==> src/core/pmem_consts.svh <==
`ifndef PMEM_CONSTS_SVH
`define PMEM_CONSTS_SVH
// Operation
// - Program counter is 21 bits, byte addressing a 2 MB space.
// - Reads above implemented flash inside the space return zero.
// - Flash size is a parameter: 64 KB or 128 KB.
// - Every reset loads the program counter with vector zero.
// - High priority interrupts vector to 0008h, low priority to 0018h.
// - Top four words of flash hold configuration data.
// - Configuration words copied into registers at reset before use.
// - Config bytes ascending: first word low byte lowest address.
// - Loader reads top eight bytes: FFF8h or 1FFF8h.
// - Interrupt wake with a global enable pushes PC, bumps stack pointer; it holds at 1Fh.
// - Same wake loads the vector matching interrupt priority.
// - Interrupt wake leaves a request flag set showing its source.
// - Program and data buses separate, usable in the same cycle.
// - PC bit zero stays zero; sequential fetch adds two.
`define PC_W 21
`define PC_TOP 21'h1F_FFFF
`define RESET_VEC 21'h00_0000
`define HI_VEC 21'h00_0008
`define LO_VEC 21'h00_0018
`define FLASH_64K 32'h0001_0000
`define FLASH_128K 32'h0002_0000
`define CFG_SPAN 21'h00_0008
`define CFG_WORDS 4
`define SP_W 5
`define SP_MAX 5'h1F
`endif

==> src/core/pmem_pkg.sv <==
package pmem_pkg;
   typedef logic [20:0] pc_t;
   typedef struct packed {
      logic valid;
      logic [20:0] addr;
   } fetch_req_s;
   typedef struct packed {
      logic valid;
      logic [15:0] data;
   } fetch_rsp_s;
   typedef struct packed {
      logic [15:0] w4;
      logic [15:0] w3;
      logic [15:0] w2;
      logic [15:0] w1;
   } cfg_words_s;
   typedef enum logic [3:0] {
      ST_LOAD = 4'b0001,
      ST_WAIT = 4'b0010,
      ST_RUN = 4'b0100,
      ST_SLEEP = 4'b1000
   } pm_state_e;
endpackage

==> src/core/fetch_decode.sv <==
`include "pmem_consts.svh"
// Range check in front of the flash array
module fetch_decode #(
   parameter int FLASH_BYTES = `FLASH_128K
) (
   input wire logic [20:0] addr,
   input wire logic req,
   output logic in_range,
   output logic flash_rd
);
   localparam logic [20:0] TOP = 21'(FLASH_BYTES - 1);
   // Only addresses at or under the top touch the array
   assign in_range = (addr <= TOP);
   assign flash_rd = req && in_range;
endmodule

==> src/core/pmem_map.sv <==
`include "pmem_consts.svh"
// Program memory map, hard vectors, config load and interrupt wake
module pmem_map #(
   parameter int FLASH_BYTES = `FLASH_64K
) (
   input wire logic ref_clk,
   input wire logic srst,
   input wire pmem_pkg::fetch_req_s data_req,
   input wire logic advance,
   input wire logic jump,
   input wire pmem_pkg::pc_t jump_addr,
   input wire logic sleep_req,
   input wire logic wake_irq,
   input wire logic wake_hi,
   input wire logic high_priority_global_int_enable,
   input wire logic low_priority_global_int_enable,
   input wire logic [15:0] flash_data,
   input wire logic [15:0] flash_data_b,
   output logic flash_rd,
   output pmem_pkg::pc_t flash_addr,
   output logic flash_rd_b,
   output pmem_pkg::pc_t flash_addr_b,
   output pmem_pkg::fetch_rsp_s fetch_rsp,
   output pmem_pkg::fetch_rsp_s data_rsp,
   output pmem_pkg::pc_t pc,
   output pmem_pkg::pc_t top_of_stack,
   output logic [4:0] return_stack_pointer,
   output pmem_pkg::cfg_words_s cfg,
   output logic cfg_valid,
   output logic wake_flag,
   output logic asleep
);
   import pmem_pkg::*;

   localparam logic [20:0] CFG_BASE = 21'(FLASH_BYTES) - `CFG_SPAN;
   localparam logic [20:0] TOP = 21'(FLASH_BYTES - 1);

   pm_state_e state_q;
   pc_t pc_q;
   pc_t tos_q;
   logic [4:0] sp_q;
   logic [1:0] cfg_idx_q;
   cfg_words_s cfg_q;
   logic cfg_valid_q;
   logic wake_flag_q;
   logic rd_q;
   pc_t rd_addr_q;
   logic pend_q;
   logic pend_zero_q;
   logic rdb_q;
   pc_t rdb_addr_q;
   logic pendb_q;
   logic pendb_zero_q;
   fetch_rsp_s rsp_q;
   fetch_rsp_s drsp_q;
   logic in_range;
   logic fetch_go;
   logic in_range_b;
   logic dec_rd_b;
   logic wake_take;

   assign wake_take = state_q == ST_SLEEP && wake_irq &&
      (high_priority_global_int_enable || low_priority_global_int_enable);

   // Range check for the instruction fetch address
   fetch_decode #(.FLASH_BYTES(FLASH_BYTES)) u_dec_i (
      .addr(pc_q),
      .req(state_q == ST_RUN),
      .in_range(in_range),
      .flash_rd(fetch_go)
   );

   // Independent range check for the data side table reads
   fetch_decode #(.FLASH_BYTES(FLASH_BYTES)) u_dec_d (
      .addr(data_req.addr),
      .req(data_req.valid),
      .in_range(in_range_b),
      .flash_rd(dec_rd_b)
   );

   // Sequencer: config load after reset, then run and sleep
   always_ff @(posedge ref_clk) begin
      if (srst) begin
         state_q <= ST_LOAD;
      end else begin
         case (state_q)
            ST_LOAD: state_q <= ST_WAIT;
            ST_WAIT: state_q <= (cfg_idx_q == 2'd3) ? ST_RUN : ST_LOAD;
            ST_RUN: state_q <= sleep_req ? ST_SLEEP : ST_RUN;
            ST_SLEEP: state_q <= wake_irq ? ST_RUN : ST_SLEEP;
            default: state_q <= ST_LOAD;
         endcase
      end
   end

   // Config word index, one flash word per load step
   always_ff @(posedge ref_clk) begin
      if (srst) begin
         cfg_idx_q <= 2'd0;
      end else if (state_q == ST_WAIT) begin
         cfg_idx_q <= cfg_idx_q + 2'd1;
      end
   end

   // Captured config words, lowest address to first word
   always_ff @(posedge ref_clk) begin
      if (srst) begin
         cfg_q <= '0;
         cfg_valid_q <= 1'b0;
      end else if (state_q == ST_WAIT) begin
         case (cfg_idx_q)
            2'd0: cfg_q.w1 <= flash_data;
            2'd1: cfg_q.w2 <= flash_data;
            2'd2: cfg_q.w3 <= flash_data;
            2'd3: cfg_q.w4 <= flash_data;
            default: cfg_q <= cfg_q;
         endcase
         cfg_valid_q <= (cfg_idx_q == 2'd3);
      end
   end

   // Program counter: reset vector, step, jump and wake vector
   always_ff @(posedge ref_clk) begin
      if (srst) begin
         pc_q <= `RESET_VEC;
      end else if (wake_take) begin
         pc_q <= wake_hi ? `HI_VEC : `LO_VEC;
      end else if (state_q == ST_RUN && jump) begin
         pc_q <= {jump_addr[20:1], 1'b0};
      end else if (state_q == ST_RUN && advance) begin
         pc_q <= pc_q + 21'd2;
      end
   end

   // Push of the interrupted program counter on wake
   always_ff @(posedge ref_clk) begin
      if (srst) begin
         tos_q <= '0;
         sp_q <= 5'd0;
      end else if (wake_take) begin
         tos_q <= pc_q;
         sp_q <= (sp_q == `SP_MAX) ? sp_q : sp_q + 5'd1;
      end
   end

   // Wake source flag stays set after an interrupt wake
   always_ff @(posedge ref_clk) begin
      if (srst) begin
         wake_flag_q <= 1'b0;
      end else if (state_q == ST_SLEEP && wake_irq) begin
         wake_flag_q <= 1'b1;
      end else if (sleep_req && state_q == ST_RUN) begin
         wake_flag_q <= 1'b0;
      end
   end

   // Instruction port request, config reads during load
   always_ff @(posedge ref_clk) begin
      if (srst) begin
         rd_q <= 1'b0;
         rd_addr_q <= '0;
         pend_q <= 1'b0;
         pend_zero_q <= 1'b0;
      end else if (state_q == ST_LOAD) begin
         rd_q <= 1'b1;
         rd_addr_q <= CFG_BASE + {18'd0, cfg_idx_q, 1'b0};
         pend_q <= 1'b0;
         pend_zero_q <= 1'b0;
      end else begin
         rd_q <= fetch_go;
         rd_addr_q <= pc_q;
         pend_q <= state_q == ST_RUN;
         pend_zero_q <= !in_range;
      end
   end

   // Instruction answer, zero for unimplemented space
   always_ff @(posedge ref_clk) begin
      if (srst) begin
         rsp_q <= '0;
      end else begin
         rsp_q.valid <= pend_q;
         rsp_q.data <= pend_zero_q ? 16'h0000 : flash_data;
      end
   end

   // Data side port, runs alongside the fetch port
   always_ff @(posedge ref_clk) begin
      if (srst) begin
         rdb_q <= 1'b0;
         rdb_addr_q <= '0;
         pendb_q <= 1'b0;
         pendb_zero_q <= 1'b0;
         drsp_q <= '0;
      end else begin
         rdb_q <= dec_rd_b;
         rdb_addr_q <= data_req.addr;
         pendb_q <= data_req.valid;
         pendb_zero_q <= !in_range_b;
         drsp_q.valid <= pendb_q;
         drsp_q.data <= pendb_zero_q ? 16'h0000 : flash_data_b;
      end
   end

   assign flash_rd = rd_q;
   assign flash_addr = rd_addr_q;
   assign flash_rd_b = rdb_q;
   assign flash_addr_b = rdb_addr_q;
   assign fetch_rsp = rsp_q;
   assign data_rsp = drsp_q;
   assign pc = pc_q;
   assign top_of_stack = tos_q;
   assign return_stack_pointer = sp_q;
   assign cfg = cfg_q;
   assign cfg_valid = cfg_valid_q;
   assign wake_flag = wake_flag_q;
   assign asleep = state_q[3]; // One-hot sleep bit, straight from the flop

   // Reset always lands on the reset vector
   reset_vec_a: assert property (@(posedge ref_clk)
      srst
      |=> pc_q == `RESET_VEC)
      else $error("pc not at reset vector");
   // Wake picks vector by priority
   wake_vector_a: assert property (@(posedge ref_clk)
      disable iff (srst) wake_take
      |=> pc_q == ($past(wake_hi) ? `HI_VEC : `LO_VEC))
      else $error("wrong wake vector");
   // Wake pushes the old pc
   wake_push_a: assert property (@(posedge ref_clk)
      disable iff (srst) wake_take
      |=> tos_q == $past(pc_q))
      else $error("pc not pushed");
   // Pointer advances on push below the top
   sp_bump_a: assert property (@(posedge ref_clk)
      disable iff (srst) wake_take && sp_q != `SP_MAX
      |=> sp_q == $past(sp_q) + 5'd1)
      else $error("stack pointer not advanced");
   // Pc stays even
   pc_even_a: assert property (@(posedge ref_clk)
      disable iff (srst)
      pc_q[0] == 1'b0)
      else $error("pc odd");
   // Sequential step adds two
   pc_step_a: assert property (@(posedge ref_clk)
      disable iff (srst) state_q == ST_RUN && advance && !jump
      |=> pc_q == $past(pc_q) + 21'd2)
      else $error("pc step wrong");
   // Out of range fetch never hits flash and yields zero
   zero_fill_a: assert property (@(posedge ref_clk)
      disable iff (srst) state_q == ST_RUN && pc_q > TOP
      |=> !rd_q ##1 rsp_q.data == 16'h0000)
      else $error("zero fill broken");
   // Config reads stay within the top eight bytes
   cfg_range_a: assert property (@(posedge ref_clk)
      disable iff (srst) state_q == ST_WAIT
      |-> rd_q && rd_addr_q >= CFG_BASE && rd_addr_q <= TOP)
      else $error("config read outside range");
   // Config valid whenever the core runs
   cfg_first_a: assert property (@(posedge ref_clk)
      disable iff (srst) state_q == ST_RUN
      |-> cfg_valid_q)
      else $error("run before config");
   // Wake flag set after interrupt wake
   wake_flag_a: assert property (@(posedge ref_clk)
      disable iff (srst) state_q == ST_SLEEP && wake_irq
      |=> wake_flag_q)
      else $error("wake flag missing");
   // Out of range data read never strobes and yields zero
   data_zero_a: assert property (@(posedge ref_clk)
      disable iff (srst) data_req.valid && !in_range_b
      |=> !rdb_q ##1 drsp_q.data == 16'h0000)
      else $error("data zero fill broken");
   // Every data request is answered two edges later
   data_answer_a: assert property (@(posedge ref_clk)
      disable iff (srst) data_req.valid
      |=> ##1 drsp_q.valid)
      else $error("data answer missing");
   // Jump loads the even target
   jump_load_a: assert property (@(posedge ref_clk)
      disable iff (srst) state_q == ST_RUN && jump
      |=> pc_q == ($past(jump_addr) & ~21'h1))
      else $error("jump target wrong");
   // Wake without an enable leaves pc and stack alone
   no_wake_keep_a: assert property (@(posedge ref_clk)
      disable iff (srst) state_q == ST_SLEEP && wake_irq && !wake_take
      |=> pc_q == $past(pc_q) && sp_q == $past(sp_q))
      else $error("wake without enable moved pc");
   // Config words hold once loaded
   cfg_hold_a: assert property (@(posedge ref_clk)
      disable iff (srst) state_q == ST_RUN
      |=> cfg_q == $past(cfg_q))
      else $error("config changed while running");
   // Fetch strobe only inside implemented flash
   fetch_strobe_a: assert property (@(posedge ref_clk)
      disable iff (srst) rd_q
      |-> rd_addr_q <= TOP)
      else $error("fetch strobe out of range");
   // Data strobe only inside implemented flash
   data_strobe_a: assert property (@(posedge ref_clk)
      disable iff (srst) rdb_q
      |-> rdb_addr_q <= TOP)
      else $error("data strobe out of range");
   // Config words read in ascending address order
   cfg_order_a: assert property (@(posedge ref_clk)
      disable iff (srst) state_q == ST_WAIT
      |-> rd_addr_q == CFG_BASE + {18'd0, cfg_idx_q, 1'b0})
      else $error("config read order wrong");
endmodule

==> config.mk <==
export PLATFORM = sky130hd
export DESIGN_NAME = pmem_map
export DESIGN_NICKNAME = d
export VERILOG_FILES = /design/src/core/pmem_pkg.sv /design/src/core/fetch_decode.sv /design/src/core/pmem_map.sv
export VERILOG_INCLUDE_DIRS = /design/src /design/src/core
export SDC_FILE = /design/constraint.sdc
export NUM_CORES = 1
export LEC_CHECK = 0
export BUFFER_PORTS_ARGS = -buffer_cell sky130_fd_sc_hd__buf_2
export CORE_MARGIN = 1.5
export CORE_UTILIZATION = 52
export CTS_CLUSTER_SIZE = 12
export DETAILED_ROUTE_END_ITERATION = 16
export GPL_ROUTABILITY_DRIVEN = 0
export GPL_TIMING_DRIVEN = 0
export PLACE_DENSITY = 0.85
export SYNTH_ARGS = -nofsm -noshare
export SYNTH_HDL_FRONTEND = slang
export SYNTH_SLANG_ARGS = --single-unit
export TNS_END_PERCENT = 1
==> constraint.sdc <==
create_clock -name ref_clk -period 3.54 [get_ports ref_clk]
set_input_delay 0.354 -clock ref_clk [delete_from_list [all_inputs] [get_ports ref_clk]]
set_output_delay 0.354 -clock ref_clk [all_outputs]
set_load 0.005 [all_outputs]
Yosys cells after proc, flatten, opt, wreduce, memory -nomap -nowiden --
Cells that the tools add are included.
Word-level totals: bits in registers 201, output and inout bits 192, logic and storage cells 71, bits of input ports 84
Cells by class: magnitude comparators 2, reduce and logical (&&, ||, !) cells 21, equal/unequal tests 8, bitwise gates (word level) 1, mux-type cells 12, add/sub/neg operators 4
Operators by type and width (count):
- 21-bit 2-to-1 mux | 4
- 21-bit by 16-bit <= comparator with 1-bit output, second input constant | 2
- 21-bit by 2-bit adder with 21-bit output, second input constant | 1
- 16-bit by 3-bit adder with 17-bit output, first input constant | 1
- 4-bit case mux with 4 select lines | 1
- 2-bit AND reduction | 5
- 4-bit 2-to-1 mux | 2
- 1-bit logical AND | 7
- 2-bit OR reduction | 3
- 5-bit by 1-bit adder with 5-bit output, second input constant | 1
- 5-bit == test, second input constant | 1
- 5-bit 2-to-1 mux | 1
- 2-bit == test, second input constant | 2
- 4-bit by 1-bit == test with 1-bit output, second input constant | 1
- 4-bit by 2-bit == test with 1-bit output, second input constant | 1
- 4-bit by 3-bit == test with 1-bit output, second input constant | 1
- 4-bit == test, second input constant | 1
- 1-bit 2-to-1 mux | 3
- 3-bit 2-to-1 mux | 1
- 3-bit nonzero test | 1
- 2-bit by 1-bit adder with 2-bit output, second input constant | 1
- 2-bit by 1-bit == test with 1-bit output, second input constant | 1
- 1-bit zero test | 2
- 2-bit zero test | 1
- 3 further kinds | 3

Depth between registers and ports, before layout --
Gate-level depths: netlist of the first run.
depth in word-level cells 5, mapped depth 8, gate-level depth less buffers 6

Cells and area by module --
A second synthesis of the first run with hierarchy kept.
Second synthesis, totals: cell total of the unflattened synthesis 811, area total of the unflattened synthesis 7064.3 sq um
By module, submodules not included:
- pmem_map | cells an instance 805, instances 1, area an instance 7009.2 sq um, seq. area each 3963.8 sq um
- fetch_decode | cells an instance 3, instances 2, area an instance 27.5 sq um, seq. area each 0.0 sq um

Least setup slack after synthesis of the first run --
Ideal clock, no wire load.
kind reg-to-reg, from register state_q[3], to register pc_q[19], in the netlist pc[19], setup time 0.062 ns, period minus slack after synthesis 1.823 ns, required time 3.478 ns, path buffers 2, data arrival time 1.761 ns, stages on the path, launching flop included 7, path slack 1.717 ns, cell sequence dfxtp_1 clkbuf_1 nor4b_4 or3b_1 buf_2 or3_1 nand3_1
Between the ends: longest elaborated chain between the ends 4, elaborated cells on any way between the ends 9, classes of those cells 2 x eq/ne; 2 x mux; 5 x reduce/logical
RTL lines:
- from (decl) | line pmem_map.sv:38 | pm_state_e state_q;
- from (signal assigned) | line pmem_map.sv:88 | ST_WAIT: state_q <= (cfg_idx_q == 2'd3) ? ST_RUN : ST_LOAD;
- from (signal assigned) | line pmem_map.sv:89 | ST_RUN: state_q <= sleep_req ? ST_SLEEP : ST_RUN;
- from (signal assigned) | line pmem_map.sv:90 | ST_SLEEP: state_q <= wake_irq ? ST_RUN : ST_SLEEP;
- 4-bit by 3-bit == test with 1-bit output or 4-bit == test (tied branches) | line pmem_map.sv:128, pmem_map.sv:130, pmem_map.sv:62
- 1-bit logical AND, on equally long branches | line pmem_map.sv:128, pmem_map.sv:62
- 21-bit 2-to-1 mux or 1-bit logical AND (tied branches) | line pmem_map.sv:128, pmem_map.sv:62
- 21-bit 2-to-1 mux or 3-bit nonzero test (tied branches)
- to (signal assigned) | line pmem_map.sv:127 | pc_q <= wake_hi ? `HI_VEC : `LO_VEC;
- to (signal assigned) | line pmem_map.sv:129 | pc_q <= {jump_addr[20:1], 1'b0};
- to (signal assigned) | line pmem_map.sv:131 | pc_q <= pc_q + 21'd2;
- to (decl) | line pmem_map.sv:39 | pc_t pc_q;
Parallel ways exist; a longest one is shown, timed or not. A chain may end at the register's enable or synchronous reset.

Final worst setup path of the first run --
from register state_q[3], to register pc_q[14], in the netlist pc[14]
Same word-level chain as after synthesis.

==> reports/metrics.csv, run 1 <==
stage;metric;value;unit
run_status;status;complete, no violations;
detailed_routing;vias;6689;
cts;cts_root_buf;clkbuf_16;
timing;rsz0062_at_grt;no;
worst_setup_path;critPathLaunch;state_q[3];
cells_and_area;diodes;0;
worst_setup_path;cp-start-kind;register;
die;fp-row-count;42;
timing;setup_viol;0;
timing;final_hold_viol_count;0;
cells_and_area;seq_area;3960;um^2
worst_setup_path;cp_slowest_cell;o2111a_1;
timing;fmax;445;MHz
worst_setup_path;crit_required;3.84;ns
worst_hold_path;hold_depth;2;
logic_synthesis;yosys.area.top_type_share;56.8;%
flow_run;maxCapViolCount;0;
cells_and_area;fin_util;69.7;%
detailed_routing;routed_wl;19.8;mm
worst_setup_path;critical_path.max_fanout;10;
pwr;peakVddDrop;0.000295;V
timing;period_needed;2.25;ns
cts;htreeDepth;4;
pwr;p_total;4.61;mW
detailed_routing;wl_per_cell;15.3;um
cells_and_area;areaGrowthSynthToFinish;31.5;%
logic_synthesis;seq_area_frac_synth;56.8;%
logic_synthesis;yosys.area.top_type;dfxtp_1;
die;core-area;13200;um^2
logic_synthesis;synth_edf_count;0;
detailed_routing;via_per_inst;5.19;
detailed_routing;postRouteAntennaNets;0;
worst_setup_path;r2r_cells;7;
pwr;powerDensity;501;nW/um^2
worst_hold_path;hold_start;data_req[20];
cts;cts_tree;built;
worst_setup_path;rr_startpoint;state_q[3];
timing;worst_slew_pin_slew;1.11;ns
die;die-area;14100;um^2
detailed_routing;route.detailed.drc;0;
global_routing;grt_pass1_vias;6315;
cells_and_area;nNetsFinal;1192;
worst_setup_path;crit_type;reg2reg;
placed_design;dp_hpwl;14.5;mm
global_routing;grt.total_usage;27.9;%
worst_setup_path;end_kind;register;
worst_setup_path;rr_endpoint;pc[14];
die;die_width;119;um
logic_synthesis;async_flop_share;0;%
die;initial_utilization;53.0;%
cts;clk_latency;0.42;ns
detailed_routing;drt-initial-drc-count;480;
logic_synthesis;syn_area;6980;um^2
logic_synthesis;synthTopCellsByCount;dfxtp_1 (198), nand2_1 (198), a21oi_1 (103);
logic_synthesis;synthTopCellsByArea;dfxtp_1 (57%), nand2_1 (11%), a21oi_1 (7.4%), and2_1 (3.9%), nor2_1 (3.2%);
logic_synthesis;ys_seq_elements;198;
worst_hold_path;hold_path_class;in2reg;
logic_synthesis;postSynthCellCount;809;
worst_setup_path;crit_chain;clkbuf_1 -> nor2b_1 -> o2111a_1 -> nor3_2 -> clkbuf_1 -> o21ai_0 -> nand3_1;
die;pin_count;276;
placed_design;numPortBuffers;271;
logic_synthesis;yosysWarningCount;0;
logic_synthesis;synth.avg_cell_area;8.63;um^2
timing;fin_crit_sh;63.4;%
cells_and_area;multi_input_area;2790;um^2
logic_synthesis;ys.flop_type;dfxtp_1;
global_routing;grt.overflow.total;0;
cells_and_area;drive_gt1_share;28.3;%
global_routing;grt_antenna_before_repair;0;
pwr;p_leak;4.16;nW
die;die_height;119;um
cts;numCtsBuffers;17;
cts;clk_pin_slew;0.07;ns
timing;clock_skew;0.00704;ns
cts;holdBufCountCts;0;
cells_and_area;n_fill_cell;1056;
logic_synthesis;yosysUniqueCellTypes;48;
worst_setup_path;cpPeakStageDelay;0.36;ns
worst_hold_path;hold_end;flash_rd_b;
cts;clock_path_buffers;2;
worst_setup_path;cpMostUsedCell;clkbuf_1;
worst_setup_path;cp_data_arrival_time;2.54;ns
global_routing;grt_first_pass_wirelength;31.2;mm
timing;slew_headroom;24.9;%
global_routing;grt_max_degree;17;
cts;numClockSinks;198;
detailed_routing;firstDrtPassIters;6;
cts;postCtsSetupRepairBufs;0;
timing;drv_slew;0;
timing;tns;0;ns
timing;fin_hold_ws;0.124;ns
worst_setup_path;ff2ff_setup_slack;1.29;ns
cts;cts_resized;0;
==> worst max-delay path by stage <==
| stage | to | slack (ns) | depth (start not counted) |
|---|---|---|---|
| 6_report | pc[14] | 1.29 | 7 |
| 5_1_grt | flash_addr[4] | 1.10 | 5 |
| 4_1_cts | pc[14] | 1.31 | 7 |
| 3_5_place_dp | flash_addr[13] | 1.37 | 5 |
| 3_3_place_gp | flash_addr[6] | 1.35 | 5 |
| 2_1_floorplan | pc[19] | 1.72 | 6 |
==> kinds of logic after synthesis <==
family / share of synthesized area, %
AOI/OAI and AO/OA: 12.6
xor gates and xnor gates: 0.878
adders and majority gates: 1.25
buffers and inverters: 3.42
DFF: 56.8
muxes: 0.287
other: 0.0537
and+or+nand+nor: 24.8
==> layout by cell type, fill, tap and decap left out, types with 5 or more instances in the layout <==
cell type / synthesis / final
a31oi_1: 5 / 5
clkbuf_1: 43 / 44
dfxtp_1: 198 / 198
inv_1: 8 / 8
nand2b_1: 6 / 6
clkbuf_16: 0 / 17
ha_1: 7 / 7
o21ai_0: 31 / 31
nand4_1: 7 / 7
nor2b_1: 26 / 26
buf_2: 4 / 275
a21oi_1: 103 / 103
nor3_1: 6 / 6
nor2_1: 59 / 59
and2_1: 43 / 43
nand2_1: 198 / 198
nand3_1: 11 / 11
==> registers in the layout (all words and copies together), names as in the netlist <==
signal                cells
flash_addr_b             21
fetch_rsp                17
flash_rd_b                1
top_of_stack             20
pend_q                    1
cfg_valid                 1
data_rsp                 17
pendb_q                   1
flash_addr               20
cfg_idx_q                 2
state_q                   4
cfg                      64
pend_zero_q               1
return_stack_pointer      5
wake_flag                 1
flash_rd                  1
pc                       20
pendb_zero_q              1
==> layout make-up <==
class	instances	area share, %
flip-flops and latches	198	43.1
multi-input cells	554	30.4
repair buffers	271	14.8
clock buffers	21	5.12
well taps	176	2.40
plain buffers	51	2.27
clock inverters	11	1.62
inverters	8	0.327
==> per-layer routing <==
metal / up-vias / track usage, % / wire, um
met4: 0 / 13.2 / 690
met1: 3064 / 33.3 / 8020
met3: 58 / 6.75 / 1590
li1: 3240 / - / -
met2: 327 / 47.3 / 9490
met5: - / 0 / 0
==> critical path, delay by kind of cell, from the launching register on <==
family / cells / cell delay, ns
simple gates: 3 / 0.56
compound gates: 2 / 0.62
flops: 1 / 0.32
buf+inv: 2 / 0.62
==> where the power goes <==
group	switching, mW	internal (mW)	leakage [nW]
Sequential	0.0259	2.30	1.61
Combinational	0.174	0.128	2.25
Clock	0.814	1.17	0.295
Total	1.01	3.59	4.16
==> metrics by stage <==
stage          instance area, um^2  std cells  worst slack, ns
2_1_floorplan                 6990        811             1.72
3_3_place_gp                  8570       1258             1.35
3_5_place_dp                  8570       1258             1.37
4_1_cts                       9190       1290             1.31
5_1_grt                       9190       1290             1.10
6_report                      9190       1290             1.29
Power figures use the tool's default switching activity.
==> run 2, diff against run 1 <==
--- a/config.mk
+++ b/config.mk
@@ -8,12 +8,12 @@
 export LEC_CHECK = 0
 export BUFFER_PORTS_ARGS = -buffer_cell sky130_fd_sc_hd__buf_2
 export CORE_MARGIN = 1.5
-export CORE_UTILIZATION = 52
+export CORE_UTILIZATION = 48
 export CTS_CLUSTER_SIZE = 12
 export DETAILED_ROUTE_END_ITERATION = 16
 export GPL_ROUTABILITY_DRIVEN = 0
 export GPL_TIMING_DRIVEN = 0
-export PLACE_DENSITY = 0.85
+export PLACE_DENSITY = 0.79
 export SYNTH_ARGS = -nofsm -noshare
 export SYNTH_HDL_FRONTEND = slang
 export SYNTH_SLANG_ARGS = --single-unit
==> constraint.sdc (replaced) <==
create_clock -name ref_clk -period 2.29 [get_ports ref_clk]
set_input_delay 0.229 -clock ref_clk [delete_from_list [all_inputs] [get_ports ref_clk]]
set_output_delay 0.229 -clock ref_clk [all_outputs]
set_load 0.005 [all_outputs]
==> run 2 against run 1 <==
Hold slack lost 0.11 ns. Register-to-register slack got worse by 1.2 ns. Count of clock-buffer cells in the layout is 2 lower. Sequential share of layout area is 0.72 points lower. Combinational power up 62%. Routed wire length rose by 1.6%. Global-route usage shrank 1.9 points. Largest power group unchanged.
==> reports/metrics.csv, run 2 (synthesis results as in run 1) <==
stage;metric;value;unit;change
detailed_routing;postRouteAntennaNets;0;;unchanged
cells_and_area;multi_input_area;2810;um^2;+0.67%
worst_hold_path;hold_path_class;in2reg;;
cells_and_area;nNetsFinal;1209;;+1.4%
worst_hold_path;hold_depth;3;;+1
global_routing;grt.overflow.total;0;;unchanged
cells_and_area;areaGrowthSynthToFinish;33.8;%;
worst_setup_path;ff2ff_setup_slack;0.14;ns;-1.15 ns
cells_and_area;drive_gt1_share;28.2;%;-0.071 points
timing;final_hold_viol_count;0;;unchanged
die;die-area;15300;um^2;+8.1%
timing;drv_slew;0;;unchanged
timing;rsz0062_at_grt;no;;
placed_design;dpl_cell_area;8570;um^2;about the same
timing;fin_crit_sh;93.7;%;+30 points
cts;clock_path_buffers;2;;unchanged
global_routing;grt_use_met1;30.7;%;-2.6 points
timing;period_needed;2.15;ns;-0.0988 ns
global_routing;grt_max_degree;18;;+1
worst_setup_path;rr_endpoint;pc[17];;
cells_and_area;final_cell_area;9340;um^2;+1.7%
timing;setup_viol;0;;unchanged
die;die_height;124;um;+4.0%
timing;tns;0;ns;unchanged
detailed_routing;firstDrtPassIters;5;;-1
cells_and_area;largest_reg_flops;64;;unchanged
cts;numClockSinks;198;;unchanged
global_routing;grt_pass1_vias;6102;;-3.4%
global_routing;use_met2;44.1;%;-3.2 points
cells_and_area;diodes;0;;unchanged
pwr;powerDensity;752;nW/um^2;+50%
run_status;status;complete, no violations;;
placed_design;numPortBuffers;271;;unchanged
cts;cts_tree;built;;
detailed_routing;drt-initial-drc-count;487;;+1.5%
global_routing;grt_first_pass_wirelength;30.6;mm;-1.8%
worst_setup_path;critPathLaunch;state_q[3];;
cts;clk_pin_slew;0.07;ns;about the same
detailed_routing;wl_per_cell;15.3;um;about the same
die;pin_count;276;;unchanged
timing;fin_hold_ws;0.0126;ns;-0.112 ns
timing;slew_headroom;50.6;%;+26 points
worst_setup_path;r2r_cells;7;;unchanged
cts;clk_latency;0.43;ns;about the same
cts;numCtsBuffers;17;;unchanged
timing;worst_slew_pin_slew;0.741;ns;-0.370 ns
worst_setup_path;rr_startpoint;state_q[3];;
placed_design;dp_hpwl;14.6;mm;+0.71%
worst_setup_path;critical_path.max_fanout;10;;unchanged
placed_design;pre_cts_slack;0.135;ns;-1.24 ns
detailed_routing;via_per_inst;5.10;;-1.6%
flow_run;maxCapViolCount;0;;unchanged
die;initial_utilization;49.7;%;-3.2 points
cells_and_area;seq_area;3960;um^2;unchanged
cts;htreeDepth;4;;unchanged
pwr;p_leak;4.22;nW;+1.4%
cts;postCtsSetupRepairBufs;0;;unchanged
worst_setup_path;endpoint;pc[17];;
global_routing;grt_antenna_before_repair;1;;+1
cells_and_area;n_fill_cell;1198;;+13%
die;core-area;14000;um^2;+6.5%
pwr;p_total;7.03;mW;+53%
timing;fmax;466;MHz;+4.6%
detailed_routing;routed_wl;20.1;mm;+1.6%
cts;cts_root_buf;clkbuf_16;;
pwr;peakVddDrop;0.000476;V;+62%
worst_setup_path;crit_required;2.64;ns;-1.20 ns
global_routing;grt.total_usage;25.9;%;-1.9 points
global_routing;grtUsageMet3;8.15;%;+1.4 points
worst_setup_path;cp-start-kind;register;;
die;die_width;124;um;+4.0%
cells_and_area;mostFrequentLayoutCells;buf_2 (275), nand2_1 (198), dfxtp_1 (198);;
timing;clock_skew;0.00866;ns;+0.00162 ns
detailed_routing;vias;6689;;unchanged
global_routing;top_usage_layer;met2;;
timing;layout_setup_ws;0.144;ns;-1.15 ns
detailed_routing;route.detailed.drc;0;;unchanged
die;fp-row-count;43;;+2.4%
worst_setup_path;crit_type;reg2reg;;
worst_setup_path;end_kind;register;;
cells_and_area;final_common_cell;buf_2;;
worst_setup_path;cp_data_arrival_time;2.50;ns;-0.04 ns
-- run 2: cell type report --
type / count / share of cell area, %
multi-input cells: 554 / 30.0
flip-flops and latches: 198 / 42.4
plain buffers: 51 / 2.25
repair buffers: 288 / 16.3
clock buffers: 19 / 4.63
well taps: 180 / 2.41
inverters: 8 / 0.321
clock inverters: 13 / 1.58
-- run 2: repair_timing --
action	4_1_cts	5_1_grt
endpoints found under the hold margin	16	1
endpoints found under the setup margin	0	32
gates resized for setup	0	6
hold buffers	16	1
-- run 2: worst min path at each step --
stage,startpoint,end
final,jump_addr[13],pc[13]
after floorplan,data_req[20],flash_rd_b
after global placement,pendb_q,data_rsp[16]
after global routing,data_req[10],flash_addr_b[10]
after CTS,data_req[6],flash_addr_b[6]
after detailed placement,pend_q,fetch_rsp[16]
-- run 2: critical path: stages (launching register included) --
cell and delay, ns:
dfxtp_1 0.31, clkbuf_2 0.18, nor2b_1 0.20, o2111a_1 0.24, nor3_2 0.49, clkbuf_1 0.39
o21ai_0 0.17, o21ai_0 0.10
-- run 2: where the power goes --
group,internal [mW],switching [mW],leakage (nW)
Sequential,3.55,0.0400,1.61
Combinational,0.219,0.269,2.33
Clock,1.63,1.33,0.276
Total,5.39,1.64,4.22
-- run 2: per-layer routing --
layer	part of all wire (%)	up-vias
li1	-	3278
met1	40	3070
met2	49	302
met3	8.7	37
met4	2.4	2
met5	0.060	-
-- run 2: per-stage QoR --
stage                     instances  util, %
after detailed placement       1262     61.1
after floorplan                 811        -
after global placement         1262     61.1
after global routing           1311     66.5
final                          1311     66.5
after CTS                      1310     66.3
